==> src/design/plb_pkg.sv <==
// Constants, pin groups and request carriers shared by the local bus bridge.
// Assumes a single 20 MHz clock shared with the PCI core and the register file.
package plb_pkg;

	// Clock and timer figures; cycle counts derive from the printed times
	localparam int CLK_PERIOD_NS = 50;
	localparam int WAIT_TIME_NS = 400;
	localparam int LAT_TIME_NS = 1000;
	localparam int WAIT_CYC_I = (WAIT_TIME_NS / CLK_PERIOD_NS < 1) ? 1 : WAIT_TIME_NS / CLK_PERIOD_NS;
	localparam int LAT_CYC_I = (LAT_TIME_NS / CLK_PERIOD_NS < 1) ? 1 : LAT_TIME_NS / CLK_PERIOD_NS;
	localparam logic [4:0] WAIT_CYC = 5'(WAIT_CYC_I);
	localparam logic [4:0] LAT_CYC = 5'(LAT_CYC_I);
	localparam logic [4:0] CNT_ZERO = 5'h00;
	localparam logic [4:0] CNT_ONE = 5'h01;

	// Window decode: 8 kByte pages in the low 15 address bits
	localparam int PAGE_LSB = 13;
	localparam logic [1:0] PAGE_INVALID = 2'h3;
	localparam logic [1:0] CS_PAGE0 = 2'h2;
	localparam logic [1:0] CS_PAGE1 = 2'h1;
	localparam logic [1:0] CS_PAGE2 = 2'h0;
	localparam int WADDR_HI = 12;
	localparam int WADDR_LO = 2;

	// Byte enable patterns, active low
	localparam logic [3:0] BE_B0 = 4'hE;
	localparam logic [3:0] BE_B1 = 4'hD;
	localparam logic [3:0] BE_B2 = 4'hB;
	localparam logic [3:0] BE_B3 = 4'h7;
	localparam logic [3:0] BE_H0 = 4'hC;
	localparam logic [3:0] BE_H2 = 4'h3;

	// Static configuration, held stable while the local bus is active
	typedef struct packed {
		logic local_master_enable_bit;
		logic second_window_enable_bit;
		logic style_ds;
		logic port16;
		logic swap_dis;
	} plb_cfg_t;

	// Access into the second window, presented by the PCI target
	typedef struct packed {
		logic valid;
		logic write;
		logic [14:0] addr;
		logic [3:0] be_n;
		logic [31:0] wdata;
	} plb_mreq_t;

	typedef struct packed {
		logic busy;
		logic done;
		logic error;
		logic [31:0] rdata;
	} plb_mrsp_t;

	// Internal register file access made by a local processor
	typedef struct packed {
		logic valid;
		logic write;
		logic [11:0] addr;
		logic [15:0] wdata;
	} plb_rreq_t;

	typedef struct packed {
		logic ack;
		logic [15:0] rdata;
	} plb_rrsp_t;

	// Local bus pins as seen from outside
	typedef struct packed {
		logic slave_chip_select_n;
		logic read_strobe_n;
		logic write_strobe_n;
		logic cycle_ready_n;
		logic bus_hold_acknowledge;
		logic read_write_direction;
		logic data_strobe_n;
		logic data_acknowledge_n;
		logic bus_grant_in_n;
		logic bus_grant_acknowledge_n;
		logic [11:0] local_address_lines;
		logic [15:0] local_data_lines;
	} plb_pin_in_t;

	typedef struct packed {
		logic [11:0] local_address_lines;
		logic local_address_bit0;
		logic [15:0] local_data_lines;
		logic page_select_one;
		logic page_select_two;
		logic read_strobe_n;
		logic write_strobe_n;
		logic cycle_ready_n;
		logic bus_hold_request;
		logic byte_high_enable_n;
		logic transfer_size_bit;
		logic read_write_direction;
		logic data_strobe_n;
		logic data_acknowledge_n;
		logic bus_request_out_n;
		logic bus_grant_acknowledge_n;
	} plb_pin_out_t;

	// Output enables, high while the bridge drives the pin group
	typedef struct packed {
		logic addr;
		logic data;
		logic strobe_cmd;
		logic ds_cmd;
		logic cycle_ready;
		logic data_ack;
		logic grant_ack;
	} plb_pin_oe_t;

endpackage : plb_pkg

==> src/design/plb_lane_map.sv <==
// Byte enable to local address, lane and size mapping for both bus styles.
// Purely combinational; the caller registers whatever reaches a pin.
`timescale 1ns/1ps
`default_nettype none
module plb_lane_map (
	input wire logic [3:0] i_be_n,
	input wire logic [31:0] i_wdata,
	input wire logic [15:0] i_rd16,
	input wire logic i_style_ds,
	input wire logic i_port16,
	input wire logic i_swap_dis,
	output logic o_valid,
	output logic [1:0] o_la,
	output logic o_sel,
	output logic [15:0] o_wd16,
	output logic [31:0] o_rd32
);
	import plb_pkg::*;

	// Byte of a word at a lane index
	function automatic logic [7:0] plb_pick(input logic [31:0] w, input logic [1:0] i);
		plb_pick = w[i*8 +: 8];
	endfunction : plb_pick

	// Word holding one byte at a lane index, zero elsewhere
	function automatic logic [31:0] plb_put(input logic [7:0] b, input logic [1:0] i);
		logic [31:0] r;
		r = 32'h0000_0000;
		r[i*8 +: 8] = b;
		plb_put = r;
	endfunction : plb_put

	logic [1:0] idx;
	logic [1:0] idx_n;
	logic half;
	logic swap;
	logic lane_hi;
	logic [7:0] lo_b;
	logic [7:0] hi_b;
	logic [7:0] rlo;
	logic [7:0] rhi;

	// Pattern decode; halfwords exist only on a 16-bit port
	always_comb begin
		idx = 2'h0;
		half = 1'b0;
		o_valid = 1'b1;
		case (i_be_n)
			BE_B0: idx = 2'h0;
			BE_B1: idx = 2'h1;
			BE_B2: idx = 2'h2;
			BE_B3: idx = 2'h3;
			BE_H0: begin
				half = 1'b1;
				o_valid = i_port16;
			end
			BE_H2: begin
				idx = 2'h2;
				half = 1'b1;
				o_valid = i_port16;
			end
			default: o_valid = 1'b0; // see RL16
		endcase
	end

	// Lane steering; the swap disable acts on halfwords only, single bytes keep their lanes
	always_comb begin
		idx_n = 2'(idx + 2'h1);
		swap = i_port16 & i_style_ds & ~i_swap_dis; // see RL22
		lane_hi = i_port16 ? (idx[0] ^ i_style_ds) : i_style_ds; // see RL14 see RL21
		lo_b = plb_pick(i_wdata, idx);
		hi_b = plb_pick(i_wdata, idx_n);
		o_la = idx;
		rlo = swap ? i_rd16[15:8] : i_rd16[7:0];
		rhi = swap ? i_rd16[7:0] : i_rd16[15:8];
		if (half) begin
			o_sel = 1'b0; // see RL15 see RL22
			o_wd16 = swap ? {lo_b, hi_b} : {hi_b, lo_b};
			o_rd32 = plb_put(rlo, idx) | plb_put(rhi, idx_n);
		end else begin
			// Strobe style: high enable only for odd bytes on a 16-bit port
			o_sel = (i_style_ds | ~i_port16) ? 1'b1 : ~idx[0]; // see RL15
			o_wd16 = lane_hi ? {lo_b, 8'h00} : {8'h00, lo_b};
			o_rd32 = plb_put(lane_hi ? i_rd16[15:8] : i_rd16[7:0], idx);
		end
	end

endmodule : plb_lane_map
`default_nettype wire

==> src/design/plb_bridge.sv <==
// Local microprocessor bus bridge: slave access to internal registers and
// master cycles from the second PCI memory window onto the local bus.
// Assumes the PCI target has already decoded the window hit and holds cfg static.
//
// What this block does
// RL1: Window splits into 8 kByte pages; the first three drive their own page select pattern, the fourth is refused.
// RL2: Master cycles run only with the local master enable bit set.
// RL3: Second window is off after reset until its enable bit is set.
// RL4: Local clock output is the system clock passed straight through.
// RL5: Local bus is demultiplexed: twelve word address lines, sixteen data lines.
// RL6: Strobe-style processor sets address, selects, then strobes read or write.
// RL7: Strobe-style slave asserts ready low once register data is valid.
// RL8: After the strobe, release data, drive ready high, float it on deselect.
// RL9: Back-to-back slave cycles are accepted while the slave select stays low.
// RL10: Strobe-style master requests the bus with hold for each window access.
// RL11: On hold acknowledge, latency timer starts; hold stays until both the transfer and the timer have ended.
// RL12: Master drives address, high enable, page selects, then the read or write strobe.
// RL13: Strobe-style master cycle ends on ready or wait timer expiry.
// RL14: Strobe-style 8-bit port: byte index on low address, byte on low lane.
// RL15: Strobe-style 16-bit port: odd bytes high lane, halfwords at 00 and 10.
// RL16: Unlisted byte enable patterns run no cycle and report an access error.
// RL17: Data-strobe processor sets address, select and direction, then data strobe.
// RL18: Data-strobe slave acknowledges low, releases on strobe end, floats on deselect.
// RL19: Data-strobe master arbitrates with request, grant and grant acknowledge first.
// RL20: Data-strobe master drives address, size, select, direction, then data strobe.
// RL21: Data-strobe 8-bit port: byte index on low address, byte on high lane.
// RL22: Data-strobe 16-bit port swaps lanes, halfwords size zero; the halfword swap can be disabled.
// RL23: Bus style, port width and swap disable come from static settings.
`timescale 1ns/1ps
`default_nettype none
module plb_bridge (
	input wire logic i_clk,
	input wire logic i_rst_n,
	input wire plb_pkg::plb_cfg_t i_cfg,
	input wire plb_pkg::plb_mreq_t i_mreq,
	output plb_pkg::plb_mrsp_t o_mrsp,
	output plb_pkg::plb_rreq_t o_rreq,
	input wire plb_pkg::plb_rrsp_t i_rrsp,
	input wire plb_pkg::plb_pin_in_t i_pin,
	output plb_pkg::plb_pin_out_t o_pin,
	output plb_pkg::plb_pin_oe_t o_oe,
	output logic o_local_clock_out
);
	import plb_pkg::*;

	typedef enum logic [2:0] {
		M_IDLE = 3'b000,
		M_ARB = 3'b001,
		M_ADDR = 3'b010,
		M_STRB = 3'b011,
		M_END = 3'b100,
		M_HELD = 3'b101
	} plb_mst_t;

	typedef enum logic [1:0] {
		S_IDLE = 2'b00,
		S_REG = 2'b01,
		S_DATA = 2'b10
	} plb_slv_t;

	typedef struct packed {
		plb_pin_in_t sync1;
		plb_pin_in_t sync2;
		plb_pin_out_t pin;
		plb_pin_oe_t oe;
		plb_mst_t mst;
		plb_slv_t slv;
		logic [4:0] wait_cnt;
		logic [4:0] lat_cnt;
		plb_mreq_t req;
		plb_mrsp_t rsp;
		plb_rreq_t rreq;
	} plb_state_t;

	plb_state_t s_q;
	plb_state_t s_d;
	plb_mreq_t map_req;
	logic map_valid;
	logic [1:0] map_la;
	logic map_sel;
	logic [15:0] map_wd16;
	logic [31:0] map_rd32;
	logic take;
	logic refuse;
	logic ready_in;
	logic slv_strobe;

	// Reset image: strobes and selects idle high, address, data and hold request low, nothing driven
	localparam plb_state_t RST_STATE = '{
		sync1: '1,
		sync2: '1,
		pin: '{local_address_lines: 12'h000, local_address_bit0: 1'b0,
			local_data_lines: 16'h0000, page_select_one: 1'b1, page_select_two: 1'b1,
			bus_hold_request: 1'b0, byte_high_enable_n: 1'b1, transfer_size_bit: 1'b1,
			default: 1'b1},
		oe: '0,
		mst: M_IDLE,
		slv: S_IDLE,
		wait_cnt: CNT_ZERO,
		lat_cnt: CNT_ZERO,
		req: '0,
		rsp: '0,
		rreq: '0
	};

	// The clock is fed out untouched so local parts share the bridge's timing
	assign o_local_clock_out = i_clk; // see RL4

	// Mapping follows the live request while idle, the held one afterwards
	assign map_req = (s_q.mst == M_IDLE || s_q.mst == M_HELD) ? i_mreq : s_q.req;

	plb_lane_map u_map (
		.i_be_n(map_req.be_n),
		.i_wdata(map_req.wdata),
		.i_rd16(s_q.sync2.local_data_lines),
		.i_style_ds(i_cfg.style_ds), // see RL23
		.i_port16(i_cfg.port16),
		.i_swap_dis(i_cfg.swap_dis),
		.o_valid(map_valid),
		.o_la(map_la),
		.o_sel(map_sel),
		.o_wd16(map_wd16),
		.o_rd32(map_rd32)
	);

	// Request screening: a refused access answers at once and never touches the bus
	always_comb begin
		take = i_mreq.valid && (s_q.mst == M_IDLE || s_q.mst == M_HELD);
		refuse = !i_cfg.local_master_enable_bit // see RL2
			|| !i_cfg.second_window_enable_bit // see RL3
			|| !map_valid // see RL16
			|| map_req.addr[14:PAGE_LSB] == PAGE_INVALID; // see RL1
		ready_in = i_cfg.style_ds ? !s_q.sync2.data_acknowledge_n : !s_q.sync2.cycle_ready_n;
		slv_strobe = i_cfg.style_ds ? !s_q.sync2.data_strobe_n
			: (!s_q.sync2.read_strobe_n || !s_q.sync2.write_strobe_n);
	end

	// Next-state logic for master and slave engines
	always_comb begin
		s_d = s_q;
		s_d.sync1 = i_pin;
		s_d.sync2 = s_q.sync1;
		s_d.rsp.done = 1'b0;
		s_d.rsp.error = 1'b0;
		s_d.rreq.valid = 1'b0;
		if (s_q.lat_cnt != CNT_ZERO) begin
			s_d.lat_cnt = 5'(s_q.lat_cnt - CNT_ONE);
		end
		case (s_q.mst)
			M_IDLE, M_HELD: begin
				if (take && refuse) begin
					s_d.rsp.done = 1'b1;
					s_d.rsp.error = 1'b1;
				end else if (take) begin
					s_d.req = i_mreq;
					s_d.rsp.busy = 1'b1;
					// A bus still held from the last access skips arbitration
					s_d.mst = (s_q.mst == M_HELD) ? M_ADDR : M_ARB;
				end else if (s_q.mst == M_HELD && s_q.lat_cnt == CNT_ZERO) begin
					s_d.pin.bus_hold_request = 1'b0; // see RL11
					s_d.pin.bus_grant_acknowledge_n = 1'b1;
					s_d.oe.grant_ack = 1'b0;
					s_d.mst = M_IDLE;
				end
			end
			M_ARB: begin
				if (!i_cfg.style_ds) begin
					s_d.pin.bus_hold_request = 1'b1; // see RL10
					if (s_q.sync2.bus_hold_acknowledge) begin
						s_d.lat_cnt = LAT_CYC; // see RL11
						s_d.mst = M_ADDR;
					end
				end else begin
					s_d.pin.bus_request_out_n = 1'b0; // see RL19
					// Take the bus only once the previous owner has let go
					if (!s_q.sync2.bus_grant_in_n && s_q.sync2.bus_grant_acknowledge_n) begin
						s_d.pin.bus_request_out_n = 1'b1;
						s_d.pin.bus_grant_acknowledge_n = 1'b0;
						s_d.oe.grant_ack = 1'b1;
						s_d.lat_cnt = LAT_CYC;
						s_d.mst = M_ADDR;
					end
				end
			end
			M_ADDR: begin
				// Address phase first; strobes follow one cycle later
				s_d.pin.local_address_lines = {s_q.req.addr[WADDR_HI:WADDR_LO], map_la[1]}; // see RL5
				s_d.pin.local_address_bit0 = map_la[0];
				s_d.pin.byte_high_enable_n = map_sel; // see RL12
				s_d.pin.transfer_size_bit = map_sel; // see RL20
				case (s_q.req.addr[14:PAGE_LSB]) // see RL1
					2'h0: {s_d.pin.page_select_two, s_d.pin.page_select_one} = CS_PAGE0;
					2'h1: {s_d.pin.page_select_two, s_d.pin.page_select_one} = CS_PAGE1;
					default: {s_d.pin.page_select_two, s_d.pin.page_select_one} = CS_PAGE2;
				endcase
				s_d.pin.read_write_direction = !s_q.req.write;
				s_d.pin.local_data_lines = map_wd16;
				s_d.oe.addr = 1'b1;
				s_d.oe.data = s_q.req.write;
				s_d.oe.strobe_cmd = !i_cfg.style_ds;
				s_d.oe.ds_cmd = i_cfg.style_ds;
				s_d.wait_cnt = WAIT_CYC;
				s_d.mst = M_STRB;
			end
			M_STRB: begin
				if (!i_cfg.style_ds) begin
					s_d.pin.read_strobe_n = s_q.req.write; // see RL12
					s_d.pin.write_strobe_n = !s_q.req.write;
				end else begin
					s_d.pin.data_strobe_n = 1'b0; // see RL20
				end
				s_d.wait_cnt = 5'(s_q.wait_cnt - CNT_ONE);
				// Ready from the target or our own wait timer, whichever is first
				if ((ready_in && s_q.wait_cnt != WAIT_CYC) || s_q.wait_cnt == CNT_ONE) begin // see RL13
					s_d.rsp.rdata = s_q.req.write ? s_q.rsp.rdata : map_rd32;
					s_d.pin.read_strobe_n = 1'b1;
					s_d.pin.write_strobe_n = 1'b1;
					s_d.pin.data_strobe_n = 1'b1;
					s_d.mst = M_END;
				end
			end
			M_END: begin
				// Release the cycle but keep bus ownership until latency expires
				s_d.oe.addr = 1'b0;
				s_d.oe.data = 1'b0;
				s_d.oe.strobe_cmd = 1'b0;
				s_d.oe.ds_cmd = 1'b0;
				s_d.pin.page_select_one = 1'b1;
				s_d.pin.page_select_two = 1'b1;
				s_d.rsp.done = 1'b1;
				s_d.rsp.busy = 1'b0;
				s_d.mst = M_HELD;
			end
			default: s_d.mst = M_IDLE;
		endcase
		// Slave engine; only starts a cycle while this bridge does not own the local bus
		case (s_q.slv)
			S_IDLE: begin
				if (s_q.mst == M_IDLE && !s_q.sync2.slave_chip_select_n) begin
					s_d.oe.cycle_ready = !i_cfg.style_ds;
					s_d.oe.data_ack = i_cfg.style_ds;
					if (slv_strobe) begin // see RL9
						s_d.rreq.valid = 1'b1;
						s_d.rreq.write = i_cfg.style_ds ? !s_q.sync2.read_write_direction
							: !s_q.sync2.write_strobe_n;
						s_d.rreq.addr = s_q.sync2.local_address_lines;
						s_d.rreq.wdata = s_q.sync2.local_data_lines;
						s_d.slv = S_REG;
					end
				end else begin
					s_d.oe.cycle_ready = 1'b0; // see RL8 see RL18
					s_d.oe.data_ack = 1'b0;
				end
			end
			S_REG: begin
				if (i_rrsp.ack) begin
					s_d.pin.local_data_lines = i_rrsp.rdata;
					s_d.oe.data = !s_q.rreq.write;
					s_d.pin.cycle_ready_n = i_cfg.style_ds; // see RL7
					s_d.pin.data_acknowledge_n = !i_cfg.style_ds; // see RL18
					s_d.slv = S_DATA;
				end
			end
			S_DATA: begin
				if (!slv_strobe) begin
					s_d.oe.data = 1'b0; // see RL8 see RL18
					s_d.pin.cycle_ready_n = 1'b1;
					s_d.pin.data_acknowledge_n = 1'b1;
					s_d.slv = S_IDLE;
				end
			end
			default: s_d.slv = S_IDLE;
		endcase
	end

	// One register for the whole state; reset loads constants only
	always_ff @(posedge i_clk or negedge i_rst_n) begin
		if (!i_rst_n) begin
			s_q <= RST_STATE;
		end else begin
			s_q <= s_d;
		end
	end

	assign o_pin = s_q.pin;
	assign o_oe = s_q.oe;
	assign o_mrsp = s_q.rsp;
	assign o_rreq = s_q.rreq;

	localparam int A_WAIT_MAX = 10;
endmodule : plb_bridge
`default_nettype wire

==> config.mk <==
export PLATFORM = sky130hd
export DESIGN_NAME = plb_bridge
export DESIGN_NICKNAME = d
export VERILOG_FILES = /design/src/design/plb_pkg.sv /design/src/design/plb_lane_map.sv /design/src/design/plb_bridge.sv
export SDC_FILE = /design/constraint.sdc
export NUM_CORES = 1
export LEC_CHECK = 0
export BUFFER_PORTS_ARGS = -buffer_cell sky130_fd_sc_hd__buf_2
export CORE_ASPECT_RATIO = 1.25
export CORE_MARGIN = 8
export CORE_UTILIZATION = 37
export DETAILED_ROUTE_END_ITERATION = 8
export SETUP_SLACK_MARGIN = 0.05
export SKIP_CTS_REPAIR_TIMING = 1
export SLEW_MARGIN = 40
export SYNTH_ARGS = -nofsm -noshare
export SYNTH_HDL_FRONTEND = slang
export SYNTH_HIERARCHICAL = 1
export SYNTH_SLANG_ARGS = --single-unit
==> constraint.sdc <==
create_clock -name i_clk -period 5.4 [get_ports i_clk]
set_clock_uncertainty 0.05 [all_clocks]
set_input_delay 1.62 -clock i_clk [delete_from_list [all_inputs] [get_ports i_clk]]
set_output_delay 1.62 -clock i_clk [all_outputs]
set_load 0.005 [all_outputs]
==> impl_metrics.json, run 1 <==
{
  "status": "complete, no violations",
  "firstDrtPassIters": 5,
  "gp_congestion": 0.802,
  "min_from": "s_d[200]$_DFF_PN1_",
  "rows": 76,
  "path_clk_slew_ns": 0.06,
  "startpoint_type": "clock port",
  "slew_headroom_pct": 47.8,
  "worst_slew_pin_slew_ns": 0.782,
  "synth_area_sq_mm": 0.0127,
  "ff2ff_setup_slack_ns": 1.09,
  "layout_commonest_cell": "buf_2",
  "core_sq_mm": 0.0342,
  "grt_pass1_vias": 8560,
  "drive_gt1_share_pct": 49.7,
  "critical_path_required_ns": 3.73,
  "die_x_microns": 182,
  "synth_cells": 1040,
  "clock_latency_ns": 0.66,
  "report.final.slew_viol_count": 0,
  "grt_pass1_wl_mm": 48.7,
  "dieArea_sq_mm": 0.0407,
  "cp-end-kind": "primary output",
  "initial_utilization_pct": 37.2,
  "powerDensity_mw_per_mm2": 552,
  "synth_seq_cells": 254,
  "seq_area_frac_synth_pct": 50.7,
  "grt_overflow": 0,
  "hold-path-endpoint": "s_q[200]$_DFF_PN1_",
  "synthFlopType": "dfrtp_1",
  "portBuffers": 227,
  "hpwl_mm": 22.6,
  "worstPathMaxFanout": 2,
  "min_path_cells": 0,
  "hp-class": "reg2reg",
  "fin_setup_tns_ns": 0,
  "track_usage_pct": 14.9,
  "drt_iter0_drc": 405,
  "final_cell_mix": "buf_2, dfrtp_1, mux2_2",
  "ff2ff_path_depth": 10,
  "multiInputGateArea_sq_mm": 0.00505,
  "setup-violations-final": 0,
  "avgViaCountPerCell": 5.13,
  "timing.rr.end": "o_mrsp[23]$_DFFE_PN0P_",
  "maxCapViolCount": 0,
  "hold_ws_ns": 0.300,
  "vias": 8198,
  "wl_mm": 30.6,
  "diodes": 0,
  "syn_area_per_cell_sq_um": 12.3,
  "synth_nets": 1168,
  "fin_cells": 1599,
  "dp_cells": 1546,
  "hold_viol_final": 0,
  "antenna_found_initial": 1,
  "ant_nets": 0,
  "r2r_start": "s_q[130]$_DFFE_PN0P_",
  "grt_max_degree": 120,
  "cp.arrival_ns": 3.07,
  "io_pins": 230,
  "seq_area_sq_mm": 0.00646,
  "rsz0062_at_grt": "no",
  "synthDistinctLibCells": 71,
  "ys_async_sr_fraction_pct": 100,
  "nets": 1277,
  "yosysWarnings": 6,
  "crit_type": "clk2out",
  "num-fill-cells": 3254,
  "area_growth_pct": 14.0,
  "synth_edf_count": 0,
  "drc": 0,
  "wl_per_cell_microns": 19.2,
  "total_leakage_power_nw": 6.78,
  "die_h_microns": 224,
  "ir_worst_vdd_v": 0.000274,
  "cts_tree": "built"
}
## area by class of cell
type	instances	share of cell area [%]
Sequential cell	254	44.5
Multi-Input combinational cell	596	34.7
Timing Repair Buffer	247	9.47
Clock buffer	39	5.75
Tap cell	429	3.69
Clock inverter	15	1.40
Inverter	19	0.525
## worst max-delay path: stages
cell and delay, ns:
clkbuf_16 0.12, clkbuf_16 0.13, buf_2 0.12
## metrics by stage
stage	utilization (%)	total power (W)	cell area (sq um)	setup slack (ns)
2_1_floorplan	-	0.00538	12700	0.919
3_3_place_gp	39.3	0.00589	13400	0.750
3_5_place_dp	39.5	0.00600	13500	0.748
4_1_cts	42.5	0.00814	14500	0.655
5_1_grt	42.5	0.00855	14500	0.654
6_report	42.5	0.00803	14500	0.664
## power breakdown
| part | internal [W] | switching, W | leakage (nW) |
|---|---|---|---|
| logic | 0.00151 | 0.00157 | 3.15 |
| clock network | 0.00129 | 0.000802 | 0.521 |
| registers | 0.00251 | 0.000350 | 3.11 |
| total | 0.00531 | 0.00272 | 6.78 |
## routing by layer
metal	vias up	track usage (%)	part of all wire, %
li1	3832	-	-
met1	4083	19.1	43
met2	233	25.0	49
met3	48	3.02	5.5
met4	2	4.74	2.2
met5	-	0	0.042
## worst max path at each step
stage / slack, ns / endpoint / cells past startpoint / startpoint
global route: 0.65 / o_local_clock_out / 3 / i_clk
detailed placement: 0.75 / o_mrsp[23]$_DFFE_PN0P_ / 9 / i_mreq[35]
finish: 0.66 / o_local_clock_out / 3 / i_clk
CTS: 0.66 / o_local_clock_out / 3 / i_clk
global placement: 0.75 / s_q[83]$_DFFE_PN0P_ / 8 / i_mreq[33]
floorplan: 0.92 / o_local_clock_out / 1 / i_clk
## cells in the mapped netlist (2+ instances only)
master,instances,area share [%]
nand3_1,40,1.6
nand2_2,2,0.098
buf_6,5,0.44
nand2_1,72,2.1
o22a_1,37,2.5
nor2b_1,4,0.20
a21o_1,3,0.18
a22oi_1,2,0.12
a211o_1,2,0.14
o21ai_0,49,1.9
a21oi_1,16,0.63
o31ai_1,4,0.24
a32o_1,2,0.16
inv_1,18,0.53
o211ai_1,15,0.88
nand4_1,3,0.15
and2_1,4,0.20
buf_2,20,0.79
mux2i_4,8,1.4
nor3_1,5,0.20
or4b_1,2,0.16
mux2_1,4,0.35
clkbuf_1,17,0.50
mux4_2,8,1.4
xor2_1,2,0.14
mux2i_1,36,2.8
or3_1,3,0.15
o22ai_1,31,1.5
buf_1,2,0.059
nor2_1,25,0.74
o32ai_1,4,0.27
o21ai_1,2,0.079
a22o_1,3,0.21
mux2_2,132,12
xnor2_1,3,0.21
nand3b_1,2,0.12
dfrtp_1,167,33
buf_4,126,7.4
nand2b_1,3,0.15
dfstp_2,87,18
mux2_4,28,3.3
ha_1,13,1.3
## flip-flops by register name (all words and copies together) (netlist names)
signal,cells
o_mrsp,35
o_oe,7
o_pin,41
o_rreq,30
s_d,38
s_q,103
## logic make-up after synthesis
kind of cell,synth area share [%]
AOI/OAI and AO/OA,9.47
DFF,50.7
muxes,21.0
and+or+nand+nor,7.15
adders and majority gates,1.28
xor gates and xnor gates,0.471
buffers and inverters,9.96
(Power assumes the default switching activity.)
==> run 2: changes to the inputs <==
--- a/config.mk
+++ b/config.mk
@@ -10,6 +10,7 @@
 export CORE_MARGIN = 8
 export CORE_UTILIZATION = 37
 export DETAILED_ROUTE_END_ITERATION = 8
+export PLACE_DENSITY = 0.59
 export SETUP_SLACK_MARGIN = 0.05
 export SKIP_CTS_REPAIR_TIMING = 1
 export SLEW_MARGIN = 40
==> impl_metrics.json, run 2 (synthesis results as in run 1) <==
{
  "crit_type": "clk2out",
  "grt_pass1_wl_mm": 48.1,
  "hold_viol_final": 0,
  "rsz0062_at_grt": "no",
  "area_growth_pct": 13.1,
  "cp-end-kind": "primary output",
  "ir_worst_vdd_v": 0.000296,
  "wl_mm": 30.3,
  "endpoint": "o_local_clock_out",
  "drive_gt1_share_pct": 48.8,
  "grt_max_degree": 104,
  "num-fill-cells": 3213,
  "min_from": "s_d[190]$_DFF_PN1_",
  "vias": 8106,
  "critPathLaunch": "i_clk",
  "gp_congestion": 0.762,
  "cpMostUsedCell": "clkbuf_16",
  "dieArea_sq_mm": 0.0407,
  "maxCapViolCount": 0,
  "largest_reg_flops": 103,
  "r2r_start": "s_q[130]$_DFFE_PN0P_",
  "grt_overflow": 0,
  "io_pins": 230,
  "fin_setup_tns_ns": 0,
  "layout_commonest_cell": "buf_2",
  "regMostFlops": "s_q",
  "track_usage_pct": 14.7,
  "report.final.slew_viol_count": 0,
  "fin_cells": 1592,
  "total_leakage_power_nw": 6.69,
  "critical_path_required_ns": 3.73,
  "drt_iter0_drc": 374,
  "status": "complete, no violations",
  "ff2ff_setup_slack_ns": 0.98,
  "ff2ff_path_depth": 10,
  "hpwl_mm": 22.1,
  "startpoint_type": "clock port",
  "critPathSlowestCell": "clkbuf_16",
  "die_h_microns": 224,
  "wl_per_cell_microns": 19.1,
  "die_x_microns": 182,
  "worstPathMaxFanout": 2,
  "nets": 1271,
  "core_sq_mm": 0.0342,
  "clock_latency_ns": 0.67,
  "path_cells": "clkbuf_16, clkbuf_16, buf_2",
  "portBuffers": 227,
  "drc": 0,
  "timing.rr.end": "o_mrsp[1]$_DFFE_PN0P_",
  "dp_cells": 1539,
  "initial_utilization_pct": 37.2,
  "cts_tree": "built",
  "path_clk_slew_ns": 0.06,
  "cp_slowest_stage_delay_ns": 0.12,
  "grt_pass1_vias": 8469,
  "final_cell_mix": "buf_2, dfrtp_1, mux2_2",
  "rows": 76,
  "setup-violations-final": 0,
  "slew_headroom_pct": 59.5,
  "hp-class": "reg2reg",
  "ant_nets": 0,
  "antenna_found_initial": 3,
  "diodes": 0,
  "cp.arrival_ns": 3.06,
  "avgViaCountPerCell": 5.09,
  "powerDensity_mw_per_mm2": 547,
  "worst_slew_pin_slew_ns": 0.606,
  "firstDrtPassIters": 4
}
## run 2: cell types whose count changed in the layout (fill, tap and decap cells not counted), sizes merged
cell,delta
buf,-6
clkinv,-6
clkbuf,+5
clkinvlp,+2
bufinv,-1
inv,-1
## run 2: where the power goes
group / leakage (nW) / switching [W] / internal, W
sequential: 3.11 / 0.000352 / 0.00251
combinational: 3.11 / 0.00154 / 0.00148
clock: 0.471 / 0.000790 / 0.00121
total: 6.69 / 0.00268 / 0.00521
## run 2: worst min-delay path by stage
| stage | to | cells after the start | slack (ns) |
|---|---|---|---|
| floorplan | s_q[182]$_DFF_PN1_ | 0 | 0.30 |
| CTS | s_q[199]$_DFF_PN1_ | 0 | 0.30 |
| detailed placement | s_q[185]$_DFF_PN1_ | 0 | 0.30 |
| global placement | s_q[214]$_DFF_PN1_ | 0 | 0.30 |
| finish | s_q[190]$_DFF_PN1_ | 0 | 0.30 |
| global route | s_q[199]$_DFF_PN1_ | 0 | 0.30 |
## run 2: final cells by class
type / instances / area (sq um) / share of cell area, %
inverter: 19 / 76.3 / 0.529
multi-input combinational: 596 / 5050 / 35.0
clock inverter: 9 / 144 / 0.998
timing repair buffer: 241 / 1310 / 9.11
tap: 429 / 537 / 3.72
clock buffer: 44 / 835 / 5.79
sequential: 254 / 6460 / 44.8
## run 2: worst max-delay path, delay by kind of cell
family                 cells  cell delay, ns
buffers and inverters      3            0.35
## run 2: layer usage
layer	share of wire, %	GRT usage (%)	vias up
li1	-	-	3813
met1	43	18.4	4013
met2	48	24.4	231
met3	7.0	4.23	43
met4	1.8	4.48	6
met5	0.12	0	-
## run 2: metrics by stage
stage / setup WS (ns) / power (W) / hold slack, ns / utilization [%] / instance area [sq um]
floorplan: 0.919 / 0.00538 / 0.295 / - / 12700
global placement: 0.706 / 0.00586 / 0.296 / 39.0 / 13400
detailed placement: 0.711 / 0.00595 / 0.297 / 39.2 / 13400
CTS: 0.664 / 0.00801 / 0.298 / 42.0 / 14400
global route: 0.664 / 0.00842 / 0.302 / 42.1 / 14400
finish: 0.670 / 0.00789 / 0.298 / 42.1 / 14400
